File: src/ttm_pkg.sv
// ttm_pkg: register map, field positions, reset values and carrier types for the throttle pin monitor
// assumes a 125 MHz bus clock from which the 100 kHz tick is derived
package ttm_pkg;

  // register byte offsets
  localparam logic [4:0] OFF_CUMULATIVE = 5'h00;
  localparam logic [4:0] OFF_DUTY_COUNT = 5'h04;
  localparam logic [4:0] OFF_PERIOD     = 5'h08;
  localparam logic [4:0] OFF_CTRL       = 5'h0c;
  localparam logic [4:0] OFF_ASSERT_CNT = 5'h10;
  localparam logic [4:0] OFF_LIMIT      = 5'h14;
  localparam logic [4:0] OFF_IRQ_STATUS = 5'h18;
  localparam logic [4:0] OFF_IRQ_MASK   = 5'h1c;

  // control/status field positions
  localparam int BIT_PERIOD_DONE = 11;
  localparam int BIT_LONG_ASSERT = 10;
  localparam int BIT_FILTER_ON   = 5;
  localparam int BIT_SOFT_CLEAR  = 4;
  localparam int BIT_PERIOD_IRQ  = 3;
  localparam int BIT_ASSERT_IRQ  = 2;
  localparam int BIT_PIN_MIRROR  = 1;
  localparam int BIT_MONITOR_ON  = 0;

  // interrupt status/mask layout
  localparam int IRQ_PERIOD = 0;
  localparam int IRQ_ASSERT = 1;

  // reset values
  localparam logic [15:0] CTRL_RESET      = 16'h0002;
  localparam logic [23:0] COUNT24_RESET   = 24'h00_0000;
  localparam logic [15:0] COUNT16_RESET   = 16'h0000;
  localparam logic [15:0] COUNT16_MAX     = 16'hffff;
  localparam logic [1:0]  IRQ_RESET       = 2'h0;

  // tick and filter timing
  localparam int CLK_HZ          = 125_000_000;
  localparam int TICK_HZ         = 100_000;
  localparam int TICK_CYCLES     = CLK_HZ / TICK_HZ;
  localparam int FILTER_TICKS    = 3;
  localparam int MIN_ACTIVE_TICKS = 50;

  // AXI responses
  localparam logic [1:0] RESP_OKAY   = 2'b00;
  localparam logic [1:0] RESP_SLVERR = 2'b10;

  // one AXI4-Lite request carrier
  typedef struct packed {
    logic [31:0] addr;
    logic [31:0] data;
    logic [3:0]  strb;
  } ttm_wreq_type;

endpackage : ttm_pkg

File: src/ttm_monitor.sv
// ttm_monitor: active-low throttle pin monitor with AXI4-Lite register slave and one level interrupt
// assumes throttle_in_n is asynchronous to aclk; aresetn is the sleep-domain reset
//
// Chosen here: the AXI4-Lite register port.
`timescale 1ns/1ps

// Functional notes
// period_done_flag sets on period counter one-to-zero; write-one clears, reset clears
// long_assert_flag sets while assertion counter meets or exceeds limit
// write-one clears long_assert_flag only when counter is below limit; the code also clears it while monitor_on is zero
// optional filter drops pin pulses under three ticks before counters sample
// block_soft_clear write-one resets whole monitor and self-clears; code leaves pin_sync, pin_level, hold_bytes and bus logic to aresetn
// period interrupt raised only when period_done_flag set and its enable set
// assertion interrupt raised only when long_assert_flag set and its enable set
// pin_level_mirror follows pin while monitor_on, holds otherwise, resets to one
// monitor_on zero freezes all counters and status; registers stay readable
// byte-zero read latches upper bytes; narrow reads of them return held copy
// 16-bit assertion counter counts ticks while pin low, zero while high
// assertion counter saturates at all ones
// limit of zero disables the compare
// period counter reaches zero: copy active count, clear it, flag, reload
// active counter counts low ticks; runs of fifty ticks or fewer discarded
// period zero disables duty measurement; period write clears active counts
// interrupt output is a level held while an enabled flag stays set; the code also gates it with irq_mask and the sticky irq_status bit
module ttm_monitor (
  input  wire logic        aclk,
  input  wire logic        aresetn,
  input  wire logic        throttle_in_n,
  input  wire logic [31:0] s_axi_awaddr,
  input  wire logic        s_axi_awvalid,
  output logic             s_axi_awready,
  input  wire logic [31:0] s_axi_wdata,
  input  wire logic [3:0]  s_axi_wstrb,
  input  wire logic        s_axi_wvalid,
  output logic             s_axi_wready,
  output logic [1:0]       s_axi_bresp,
  output logic             s_axi_bvalid,
  input  wire logic        s_axi_bready,
  input  wire logic [31:0] s_axi_araddr,
  input  wire logic        s_axi_arvalid,
  output logic             s_axi_arready,
  output logic [31:0]      s_axi_rdata,
  output logic [1:0]       s_axi_rresp,
  output logic             s_axi_rvalid,
  input  wire logic        s_axi_rready,
  output logic             irq
);

  // pin synchroniser: three stages, change accepted when stages two and three agree
  logic [2:0]  pin_sync;
  logic        pin_level;
  logic [15:0] tick_cnt;
  logic        tick;

  // registers
  logic        monitor_on, glitch_filter_on, period_irq_en, assert_irq_en;
  logic        period_done_flag, long_assert_flag, pin_level_mirror;
  logic [23:0] cumulative, duty_count, period_reg, period_cnt, run_cnt;
  logic [15:0] assert_cnt, limit_reg;
  logic [1:0]  irq_status, irq_mask;
  logic [23:0] hold_bytes;
  logic [1:0]  filt_cnt;
  logic        filt_level;

  // write channel capture so address and data may come in either order
  ttm_pkg::ttm_wreq_type wreq;
  logic        aw_have, w_have;
  logic [31:0] next_rdata;
  logic [1:0]  next_rresp;

  wire soft_clear;
  wire do_write   = aw_have && w_have && !s_axi_bvalid;
  wire [4:0] waddr = wreq.addr[4:0];
  wire w_mapped   = waddr <= ttm_pkg::OFF_IRQ_MASK && wreq.addr[31:5] == 27'h0 && waddr[1:0] == 2'b00;
  // a refused write must not alias onto a mapped register through its low address bits
  wire wr_ok      = do_write && w_mapped;
  wire wr_ctrl    = wr_ok && waddr == ttm_pkg::OFF_CTRL;
  wire wr_period  = wr_ok && waddr == ttm_pkg::OFF_PERIOD && wreq.strb != 4'h0;
  wire wr_limit   = wr_ok && waddr == ttm_pkg::OFF_LIMIT;
  wire wr_status  = wr_ok && waddr == ttm_pkg::OFF_IRQ_STATUS;
  wire wr_mask    = wr_ok && waddr == ttm_pkg::OFF_IRQ_MASK;
  wire ctrl_lo    = wreq.strb[0];
  wire ctrl_hi    = wreq.strb[1];
  wire [31:0] wd  = wreq.data;

  // the soft clear is a combinational one-cycle decode of the captured write, ORed into the synchronous rst
  // self-clearing soft clear when written with one
  assign soft_clear = wr_ctrl && ctrl_lo && wd[ttm_pkg::BIT_SOFT_CLEAR];
  wire rst = !aresetn || soft_clear;

  // stable pin: only stages two and three are compared, stage one feeds stage two alone
  always_ff @(posedge aclk)
  begin
    if (!aresetn)
      pin_sync <= 3'h7;
    else
      pin_sync <= {pin_sync[1:0], throttle_in_n};
  end

  always_ff @(posedge aclk)
  begin
    if (!aresetn)
      pin_level <= 1'b1;
    else if (pin_sync[2] == pin_sync[1])
      pin_level <= pin_sync[2];
  end

  // 100 kHz tick; stops while the monitor is off, standing in for gated clocks
  // tick halted while monitor off
  wire tick_run = monitor_on;
  assign tick = tick_run && tick_cnt == 16'(ttm_pkg::TICK_CYCLES - 1);
  always_ff @(posedge aclk)
  begin
    if (rst || !tick_run || tick)
      tick_cnt <= 16'h0000;
    else
      tick_cnt <= tick_cnt + 16'h0001;
  end

  // glitch filter: level must persist three ticks; sampling phase can shorten that by up to one
  // drop pulses shorter than three ticks
  wire filt_diff = pin_level != filt_level;
  always_ff @(posedge aclk)
  begin
    if (rst)
    begin
      filt_cnt   <= 2'h0;
      filt_level <= 1'b1;
    end
    else if (tick)
    begin
      filt_cnt <= filt_diff ? filt_cnt + 2'h1 : 2'h0;
      if (filt_diff && filt_cnt == 2'(ttm_pkg::FILTER_TICKS - 1))
      begin
        filt_level <= pin_level;
        filt_cnt   <= 2'h0;
      end
    end
  end
  wire active_low = glitch_filter_on ? !filt_level : !pin_level;

  // assertion counter
  // count while low, forced to zero while high; R12: saturate
  always_ff @(posedge aclk)
  begin
    if (rst)
      assert_cnt <= ttm_pkg::COUNT16_RESET;
    else if (tick)
      assert_cnt <= !active_low ? ttm_pkg::COUNT16_RESET :
                    (assert_cnt == ttm_pkg::COUNT16_MAX) ? assert_cnt : assert_cnt + 16'h0001;
  end

  // limit compare, held off when the limit is zero
  // meet-or-exceed; R13: zero limit disables
  wire limit_hit = limit_reg != 16'h0000 && assert_cnt >= limit_reg;

  // duty-cycle counters; a run counts into run_cnt and only credits once past fifty ticks
  wire duty_on = monitor_on && period_reg != ttm_pkg::COUNT24_RESET;
  wire period_end = duty_on && tick && period_cnt == 24'h00_0001;
  wire run_valid  = run_cnt > 24'(ttm_pkg::MIN_ACTIVE_TICKS);
  // credit a run of more than fifty ticks, discard shorter runs
  wire [23:0] credit = (!active_low && run_valid) ? run_cnt : 24'h00_0000;
  always_ff @(posedge aclk)
  begin
    // period write or zero period clears active counts
    if (rst || wr_period || !duty_on && monitor_on)
    begin
      run_cnt    <= ttm_pkg::COUNT24_RESET;
      cumulative <= ttm_pkg::COUNT24_RESET;
      period_cnt <= wr_period ? wd[23:0] : period_reg;
    end
    else if (tick)
    begin
      run_cnt    <= active_low ? run_cnt + 24'h00_0001 : ttm_pkg::COUNT24_RESET;
      // at zero copy, clear, reload
      if (period_end)
      begin
        cumulative <= ttm_pkg::COUNT24_RESET;
        period_cnt <= period_reg;
      end
      else
      begin
        cumulative <= cumulative + credit;
        period_cnt <= period_cnt - 24'h00_0001;
      end
    end
  end

  always_ff @(posedge aclk)
  begin
    if (rst)
      duty_count <= ttm_pkg::COUNT24_RESET;
    else if (period_end)
      duty_count <= cumulative + credit;
  end

  // control fields and sticky flags; a hardware set beats a same-cycle software clear
  // flags set and mirror follows the pin only while monitor on; write-one clears of the flags act at any time
  always_ff @(posedge aclk)
  begin
    if (rst)
    begin
      {monitor_on, glitch_filter_on, period_irq_en, assert_irq_en} <= 4'h0;
      period_done_flag <= 1'b0;
      long_assert_flag <= 1'b0;
      pin_level_mirror <= ttm_pkg::CTRL_RESET[ttm_pkg::BIT_PIN_MIRROR];
      period_reg       <= ttm_pkg::COUNT24_RESET;
      limit_reg        <= ttm_pkg::COUNT16_RESET;
    end
    else
    begin
      if (wr_ctrl && ctrl_lo)
      begin
        monitor_on       <= wd[ttm_pkg::BIT_MONITOR_ON];
        glitch_filter_on <= wd[ttm_pkg::BIT_FILTER_ON];
        period_irq_en    <= wd[ttm_pkg::BIT_PERIOD_IRQ];
        assert_irq_en    <= wd[ttm_pkg::BIT_ASSERT_IRQ];
      end
      if (wr_period)
        period_reg <= wd[23:0];
      if (wr_limit)
        limit_reg <= wd[15:0];
      // mirror follows pin while enabled
      if (monitor_on)
        pin_level_mirror <= pin_level;
      // set on period end, write-one clear
      if (period_end)
        period_done_flag <= 1'b1;
      else if (wr_ctrl && ctrl_hi && wd[ttm_pkg::BIT_PERIOD_DONE])
        period_done_flag <= 1'b0;
      // clear only once the limit is no longer met or the monitor is off
      if (monitor_on && limit_hit)
        long_assert_flag <= 1'b1;
      else if (wr_ctrl && ctrl_hi && wd[ttm_pkg::BIT_LONG_ASSERT])
        long_assert_flag <= 1'b0;
    end
  end

  // interrupt status: sticky on each period end and on the assertion flag's rise, write-one clear, set wins
  wire [1:0] irq_event;
  assign irq_event[ttm_pkg::IRQ_PERIOD] = period_end;
  assign irq_event[ttm_pkg::IRQ_ASSERT] = monitor_on && limit_hit && !long_assert_flag;
  always_ff @(posedge aclk)
  begin
    if (rst)
    begin
      irq_status <= ttm_pkg::IRQ_RESET;
      irq_mask   <= ttm_pkg::IRQ_RESET;
    end
    else
    begin
      irq_status <= irq_event | (irq_status & ~((wr_status && ctrl_lo) ? wd[1:0] : 2'h0));
      if (wr_mask && ctrl_lo)
        irq_mask <= wd[1:0];
    end
  end

  // period interrupt gated by its enable; R7: assertion interrupt gated likewise
  // level output while an enabled flag, its irq_mask bit and its irq_status bit all stay set
  wire period_irq = period_done_flag && period_irq_en && irq_mask[ttm_pkg::IRQ_PERIOD];
  wire assert_irq = long_assert_flag && assert_irq_en && irq_mask[ttm_pkg::IRQ_ASSERT];
  assign irq = (period_irq && irq_status[ttm_pkg::IRQ_PERIOD])
            || (assert_irq && irq_status[ttm_pkg::IRQ_ASSERT]);

  // write channel: accept address and data independently, answer once both are in
  assign s_axi_awready = !aw_have;
  assign s_axi_wready  = !w_have;
  always_ff @(posedge aclk)
  begin
    if (!aresetn)
    begin
      aw_have      <= 1'b0;
      w_have       <= 1'b0;
      wreq         <= '0;
      s_axi_bvalid <= 1'b0;
      s_axi_bresp  <= ttm_pkg::RESP_OKAY;
    end
    else
    begin
      if (s_axi_awvalid && !aw_have)
      begin
        aw_have   <= 1'b1;
        wreq.addr <= s_axi_awaddr;
      end
      if (s_axi_wvalid && !w_have)
      begin
        w_have    <= 1'b1;
        wreq.data <= s_axi_wdata;
        wreq.strb <= s_axi_wstrb;
      end
      if (do_write)
      begin
        s_axi_bvalid <= 1'b1;
        s_axi_bresp  <= w_mapped ? ttm_pkg::RESP_OKAY : ttm_pkg::RESP_SLVERR;
        aw_have      <= 1'b0;
        w_have       <= 1'b0;
      end
      else if (s_axi_bready)
        s_axi_bvalid <= 1'b0;
    end
  end

  // read decode; narrow reads are told apart by address low bits since AXI4-Lite has no size
  // byte-zero read (address offset 0) latches upper bytes, offset 1..3 reads use the copy
  wire [4:0] raddr  = {s_axi_araddr[4:2], 2'b00};
  wire [1:0] rlane  = s_axi_araddr[1:0];
  wire r_mapped     = raddr <= ttm_pkg::OFF_IRQ_MASK && s_axi_araddr[31:5] == 27'h0;
  wire is_latched   = raddr == ttm_pkg::OFF_CUMULATIVE || raddr == ttm_pkg::OFF_DUTY_COUNT
                   || raddr == ttm_pkg::OFF_ASSERT_CNT;
  wire [31:0] ctrl_word = {20'h0_0000, period_done_flag, long_assert_flag, 4'h0, glitch_filter_on, 1'b0,
                           period_irq_en, assert_irq_en, pin_level_mirror, monitor_on};
  logic [31:0] live;
  always_comb
  begin
    unique case (raddr)
      ttm_pkg::OFF_CUMULATIVE: live = {8'h00, cumulative};
      ttm_pkg::OFF_DUTY_COUNT: live = {8'h00, duty_count};
      ttm_pkg::OFF_PERIOD:     live = {8'h00, period_reg};
      ttm_pkg::OFF_CTRL:       live = ctrl_word;
      ttm_pkg::OFF_ASSERT_CNT: live = {16'h0000, assert_cnt};
      ttm_pkg::OFF_LIMIT:      live = {16'h0000, limit_reg};
      ttm_pkg::OFF_IRQ_STATUS: live = {30'h0, irq_status};
      ttm_pkg::OFF_IRQ_MASK:   live = {30'h0, irq_mask};
      default:                 live = 32'h0000_0000;
    endcase
    next_rresp = r_mapped ? ttm_pkg::RESP_OKAY : ttm_pkg::RESP_SLVERR;
    next_rdata = (is_latched && rlane != 2'b00) ? {hold_bytes, 8'h00} : live;
  end

  // read channel: one outstanding read, answered the cycle after it is taken
  assign s_axi_arready = !s_axi_rvalid;
  always_ff @(posedge aclk)
  begin
    if (!aresetn)
    begin
      s_axi_rvalid <= 1'b0;
      s_axi_rdata  <= 32'h0000_0000;
      s_axi_rresp  <= ttm_pkg::RESP_OKAY;
      hold_bytes   <= ttm_pkg::COUNT24_RESET;
    end
    else if (s_axi_arvalid && !s_axi_rvalid)
    begin
      s_axi_rvalid <= 1'b1;
      s_axi_rdata  <= r_mapped ? next_rdata : 32'h0000_0000;
      s_axi_rresp  <= next_rresp;
      if (is_latched && rlane == 2'b00)
        hold_bytes <= live[31:8];
    end
    else if (s_axi_rready)
      s_axi_rvalid <= 1'b0;
  end

endmodule // ttm_monitor

File: config.mk
export PLATFORM = sky130hd
export DESIGN_NAME = ttm_monitor
export DESIGN_NICKNAME = d
export VERILOG_FILES = /design/src/ttm_pkg.sv /design/src/ttm_monitor.sv
export SDC_FILE = /design/constraint.sdc
export NUM_CORES = 1
export LEC_CHECK = 0
export BUFFER_PORTS_ARGS = -buffer_cell sky130_fd_sc_hd__buf_2
export CAP_MARGIN = 10
export CORE_MARGIN = 8
export CORE_UTILIZATION = 30
export DETAILED_ROUTE_END_ITERATION = 10
export GPL_ROUTABILITY_DRIVEN = 0
export SYNTH_ARGS = -nofsm -noshare
export SYNTH_HDL_FRONTEND = slang
export SYNTH_SLANG_ARGS = --single-unit
File: constraint.sdc
create_clock -name aclk -period 4.3 [get_ports aclk]
set_input_delay 0.645 -clock aclk [delete_from_list [all_inputs] [get_ports aclk]]
set_output_delay 0.645 -clock aclk [all_outputs]
set_load 0.02 [all_outputs]
======== Word-level counts from Yosys, hierarchy flattened ========
Index checks and enable logic that the tools add are counted.
cells by class
  add/subtract/negate cells ............... 6
  order comparisons ....................... 4
  equality and inequality tests ........... 19
  muxes and demuxes ....................... 26
  bitwise operators ....................... 4
  reductions and logical operators ........ 77
operators by type and width
  kind                                                   number
  case mux 24 bit (8 select lines)                       1
  2-to-1 mux 24 bit                                      7
  2-to-1 mux 32 bit                                      2
  logical NOT 27 bit                                     2
  logical AND 1 bit                                      40
  adder 16 x 1 -> 16 bit, second input constant          2
  2-to-1 mux 16 bit                                      2
  adder 24 x 1 -> 24 bit, second input constant          1
  adder 24 bit                                           1
  == test 24 x 1 -> 1 bit, second input constant         1
  > comparator 24 x 6 -> 1 bit, second input constant    1
  nonzero test 24 bit                                    1
  subtractor 24 x 1 -> 24 bit, second input constant     1
  == test 16 x 11 -> 1 bit, second input constant        1
  == test 16 bit, second input constant                  1
  greater-or-equal comparator 16 bit                     1
  nonzero test 16 bit                                    1
  == test 5 bit, second input constant                   3
  == test 3 bit, second input constant                   4
  nonzero test 2 bit                                     6
  logical NOT 1 bit                                      11
  == test 5 x 4 -> 1 bit, second input constant          2
  less-or-equal comparator 5 bit, second input constant  2
  2-to-1 mux 2 bit                                       5
  18 further kinds                                       37
word-level totals
  bits in registers ....................... 310
  input port bits ......................... 108
  output and inout bits ................... 42
  word-level logic and storage cells ...... 168

======== Longest topological paths before layout ========
  depth in word-level cells ............... 11
  depth in mapped cells ................... 18

======== Worst setup path after synthesis ========
Ideal clock, no wire load.
  path kind ............................... register -> register
  start ................................... register run_cnt[6]
  end ..................................... register duty_count[21]
  library setup time ...................... 0.120 ns
  arrival time ............................ 3.513 ns
  setup slack ............................. 0.667 ns
  cell stages (with the launch flop) ...... 14
  clock period less this slack ............ 3.633 ns
  cell sequence ........................... dfxtp_1 or4_1 nor4_1 a41oi_1 clkbuf_1 and2_1 ha_1 o211ai_1 o21ai_0 a211oi_1 a311oi_1 a211oi_1 and3_1 a211o_1
between the ends
  longest elaborated chain between the ends .. 4
RTL lines
  what                          line                text
  from (decl)                   ttm_monitor.sv:58   logic [23:0] cumulative, duty_count, period_reg, period_cnt, run_cnt;
  from (signal assigned)        ttm_monitor.sv:168  run_cnt <= ttm_pkg::COUNT24_RESET;
  from (signal assigned)        ttm_monitor.sv:174  run_cnt <= active_low ? run_cnt + 24'h00_0001 : ttm_pkg::COUNT24_RESET;
  > comparator 24 x 6 -> 1 bit  ttm_monitor.sv:160  wire run_valid = run_cnt > 24'(ttm_pkg::MIN_ACTIVE_TICKS);
  logical AND 1 bit             ttm_monitor.sv:162  wire [23:0] credit = (!active_low && run_valid) ? run_cnt : 24'h00_0000;
  2-to-1 mux 24 bit (*)         ttm_monitor.sv:162
  adder 24 bit (*)              ttm_monitor.sv:194  duty_count <= cumulative + credit;
  to (signal assigned)          ttm_monitor.sv:192  duty_count <= ttm_pkg::COUNT24_RESET;
  to (signal assigned)          ttm_monitor.sv:194
  to (decl)                     ttm_monitor.sv:58
Every way passes the cells marked *; elsewhere a longest branch is shown, timed or not.
A chain may end at the register's enable or synchronous reset.

======== Final worst setup path ========
  start ................................... register run_cnt[6]
  end ..................................... register duty_count[20]
Same word-level chain as after synthesis.

==> flow_metrics.tcl <==
set metrics [dict create \
    status "complete, no violations" \
    grt_max_degree 92 \
    fin_area_um2 17100 \
    synth-edff-count 24 \
    synth.distinct_cells 75 \
    cp.required_ps 4700 \
    worst_hold_slack_ps 323 \
    synthDominantCellAreaShare_pct 36.5 \
    hp-class "in -> reg" \
    maxSlewViolCount 0 \
    nets 2052 \
    synthTopCellsByArea "dfxtp_1, nand2_1, nor2_1, a21oi_1, edfxtp_1" \
    antenna_left 0 \
    cp_slowest_cell "or4_1" \
    ys_seq_area_share_pct 41.4 \
    die_area_um2 56300 \
    fin_ws_ps 300 \
    avgRoutedWirePerCell_um 17.0 \
    first_global_vias 12800 \
    track_usage_pct 14.8 \
    vias 13100 \
    dp_hpwl_mm 32.3 \
    synthArstFlopShare_pct 0 \
    largest_reg_flops 29 \
    power.switching_mw 1.45 \
    vias_per_cell 5.17 \
    crit_chain "or4_1 -> nor4_1 -> a41oi_2 -> buf_4 -> and2_1 -> ha_1 -> and2_1 -> and3_1 -> a21oi_1 -> a31oi_1 -> o21ai_0 -> nor3b_1 -> a211o_1" \
    p_comb_share_pct 5.7 \
    antenna_found_initial 0 \
    first_pass_iters 5 \
    yosys_register_bits 292 \
    hold_violations 0 \
    start_util_pct 30.2 \
    tightest_slew_ps 1180 \
    drive_above_1_share_pct 13.6 \
    port-buffer-count 131 \
    clk_pin_slew_worst_paths_ps 60 \
    dp_slack_ps 61.5 \
    rsz0062_at_grt "yes" \
    wl_mm 43.3 \
    finalCritPeriodShare_pct 93.0 \
    avgSynthCellArea_um2 8.21 \
    synth_flop_cell "dfxtp_1" \
    period_minus_slack_ps 4000 \
    clock.fmax_mhz 250 \
    skew_ps 13.2 \
    synth_top_area_cell "dfxtp_1" \
    syn_to_final_growth_pct 16.3 \
    drc 0 \
    finalPower_mw 6.04 \
    stdcell_count 2542 \
    synthCells 1789 \
    p_per_area_nw_per_um2 353 \
    num_rows 81 \
    clock_power_share_pct 47.1 \
    cts_tree "yes" \
    maxCapViolations 0 \
    synth_area_um2 14700 \
    coreArea_um2 48600 \
    critical_path_class "reg -> reg" \
    slowest_delay_ps 520 \
    crit_top_cell "and2_1" \
    dp.cells 2482 \
    boundaryPins 150 \
    clkLatencyLatePin_ps 510 \
    die_y_um 237 \
    place_area_um2 16000 \
    critPathLaunchType "register" \
    crit_path_end_kind "register" \
    crit_path_max_fanout 16 \
    crit_arrival_ps 4400 \
    p_leak_nw 6.49 \
    cts.sinks 292 \
    intPower_mw 4.59 \
    relSlewSlack_pct 21.1 \
    ys_warn_count 0 \
    regMostFlops "wreq" \
    antenna_cells 0 \
    switching_share_pct 24.0 \
    drtIter0Drc 953 \
    h-tree-depth 2 \
    setup_viol 0 \
    cts_inserted_buffers 34 \
    root_buffer "clkbuf_16" \
    grt_overflow 0 \
    ir_drop_uv 226 \
    cts_buffer_depth 3 \
    p_seq_share_pct 47.3 \
    grt_pass1_wl_mm 69.3 \
    die_w_um 237 \
]
logic make-up after synthesis:
kind of cell | after synthesis | share of synthesized area (%)
DFF | 292 | 41.4
buffers and inverters | 154 | 4.40
muxes | 60 | 4.78
and+or+nand+nor | 759 | 23.8
AOI/OAI and AO/OA | 387 | 16.2
other | 1 | 0.0255
xor gates and xnor gates | 88 | 5.25
adders and majority gates | 48 | 4.14
path summary, 6_finish.rpt:
| path | startpoint | endpoint | slack, ps | cells after the start |
|---|---|---|---|---|
| worst max-delay path | run_cnt[6]$_SDFFE_PP0P_ | duty_count[20]$_SDFFE_PP0P_ | 300 | 13 |
| worst min-delay path | s_axi_rready | s_axi_rvalid$_SDFFE_PN0P_ | 320 | 2 |
| worst max register to register | run_cnt[6]$_SDFFE_PP0P_ | duty_count[20]$_SDFFE_PP0P_ | 300 | 13 |
| worst min register to register | pin_sync[0]$_SDFF_PN1_ | pin_sync[1]$_SDFF_PN1_ | 400 | 1 |
cells in the final DEF (no fill, tap or decap), drive strengths merged, types with 7 or more instances in the layout:
master	count
a211oi	19
a21o	23
a21oi	157
a22o	14
a22oi	33
a31oi	9
and2	25
and3	14
buf	162
clkbuf	45
clkinv	11
conb	10
dfxtp	268
edfxtp	24
ha	47
inv	57
mux2	11
mux2i	42
mux4	7
nand2	290
nand2b	18
nand3	36
nand4	22
nor2	228
nor2b	12
nor3	37
nor4	37
o211ai	10
o21ai	66
o22ai	20
or3	14
xnor2	50
xor2	38
per-stage QoR:
stage | util, % | TNS, ps
2_1_floorplan | - | 0
3_3_place_gp | 32.8 | 0
3_5_place_dp | 32.8 | 0
4_1_cts | 35.0 | 0
5_1_grt | 35.1 | -20.9
6_report | 35.1 | 0
power by group through the flow:
stage / Sequential [mW] / Clock, mW / Combinational [mW]
3_5_place_dp: 2.91 / 0 / 0.341
6_report: 2.85 / 2.84 / 0.342
2_1_floorplan: 2.90 / 0 / 0.226
5_1_grt: 2.86 / 3.01 / 0.378
3_3_place_gp: 2.91 / 0 / 0.335
4_1_cts: 2.85 / 2.89 / 0.343
Yosys cell counts, types with 9 or more instances:
cell type	count
buf_4	12
dfxtp_1	268
nor2_1	227
o22ai_1	20
nand2b_1	18
nor3_1	35
nor4_1	34
buf_1	9
clkbuf_1	70
a21o_1	23
nor2b_1	12
and2_1	25
mux2i_1	42
o211ai_1	10
a21oi_1	157
o21ai_0	64
a22oi_1	33
a31oi_1	9
and3_1	14
xnor2_1	50
ha_1	47
inv_1	54
nand3_1	35
nand2_1	290
xor2_1	38
or3_1	13
edfxtp_1	24
a22o_1	14
nand4_1	22
mux2_2	11
a211oi_1	19
per-layer routing:
layer	vias to the layer above	wire [µm]	track usage, %
li1	6463	-	-
met1	6266	19100	19.1
met2	351	20800	25.4
met3	69	2350	2.48
met4	0	1020	4.19
met5	-	0	0
final cells by class:
cell class	instances	area, µm²
multi-input cells	1352	8040
clock inverters	15	105
fillers	5046	31600
inverters	54	203
flip-flops and latches	292	6090
well taps	622	778
clock buffers	45	983
repair buffers	162	888
what timing repair did:
item,CTS,global route
hold endpoints to repair,0,0
hold buffers,0,0
gates resized for setup,0,6
endpoints found under the setup margin,0,9
setup buffers,0,0
critical path, delay by kind of cell, from the launching register on:
family / cells / cell delay [ps]
simple gates: 6 / 1500
flops: 1 / 350
compound gates: 5 / 1430
fa+ha+maj: 1 / 360
buf+inv: 1 / 240
Power figures use the tool's default switching activity.
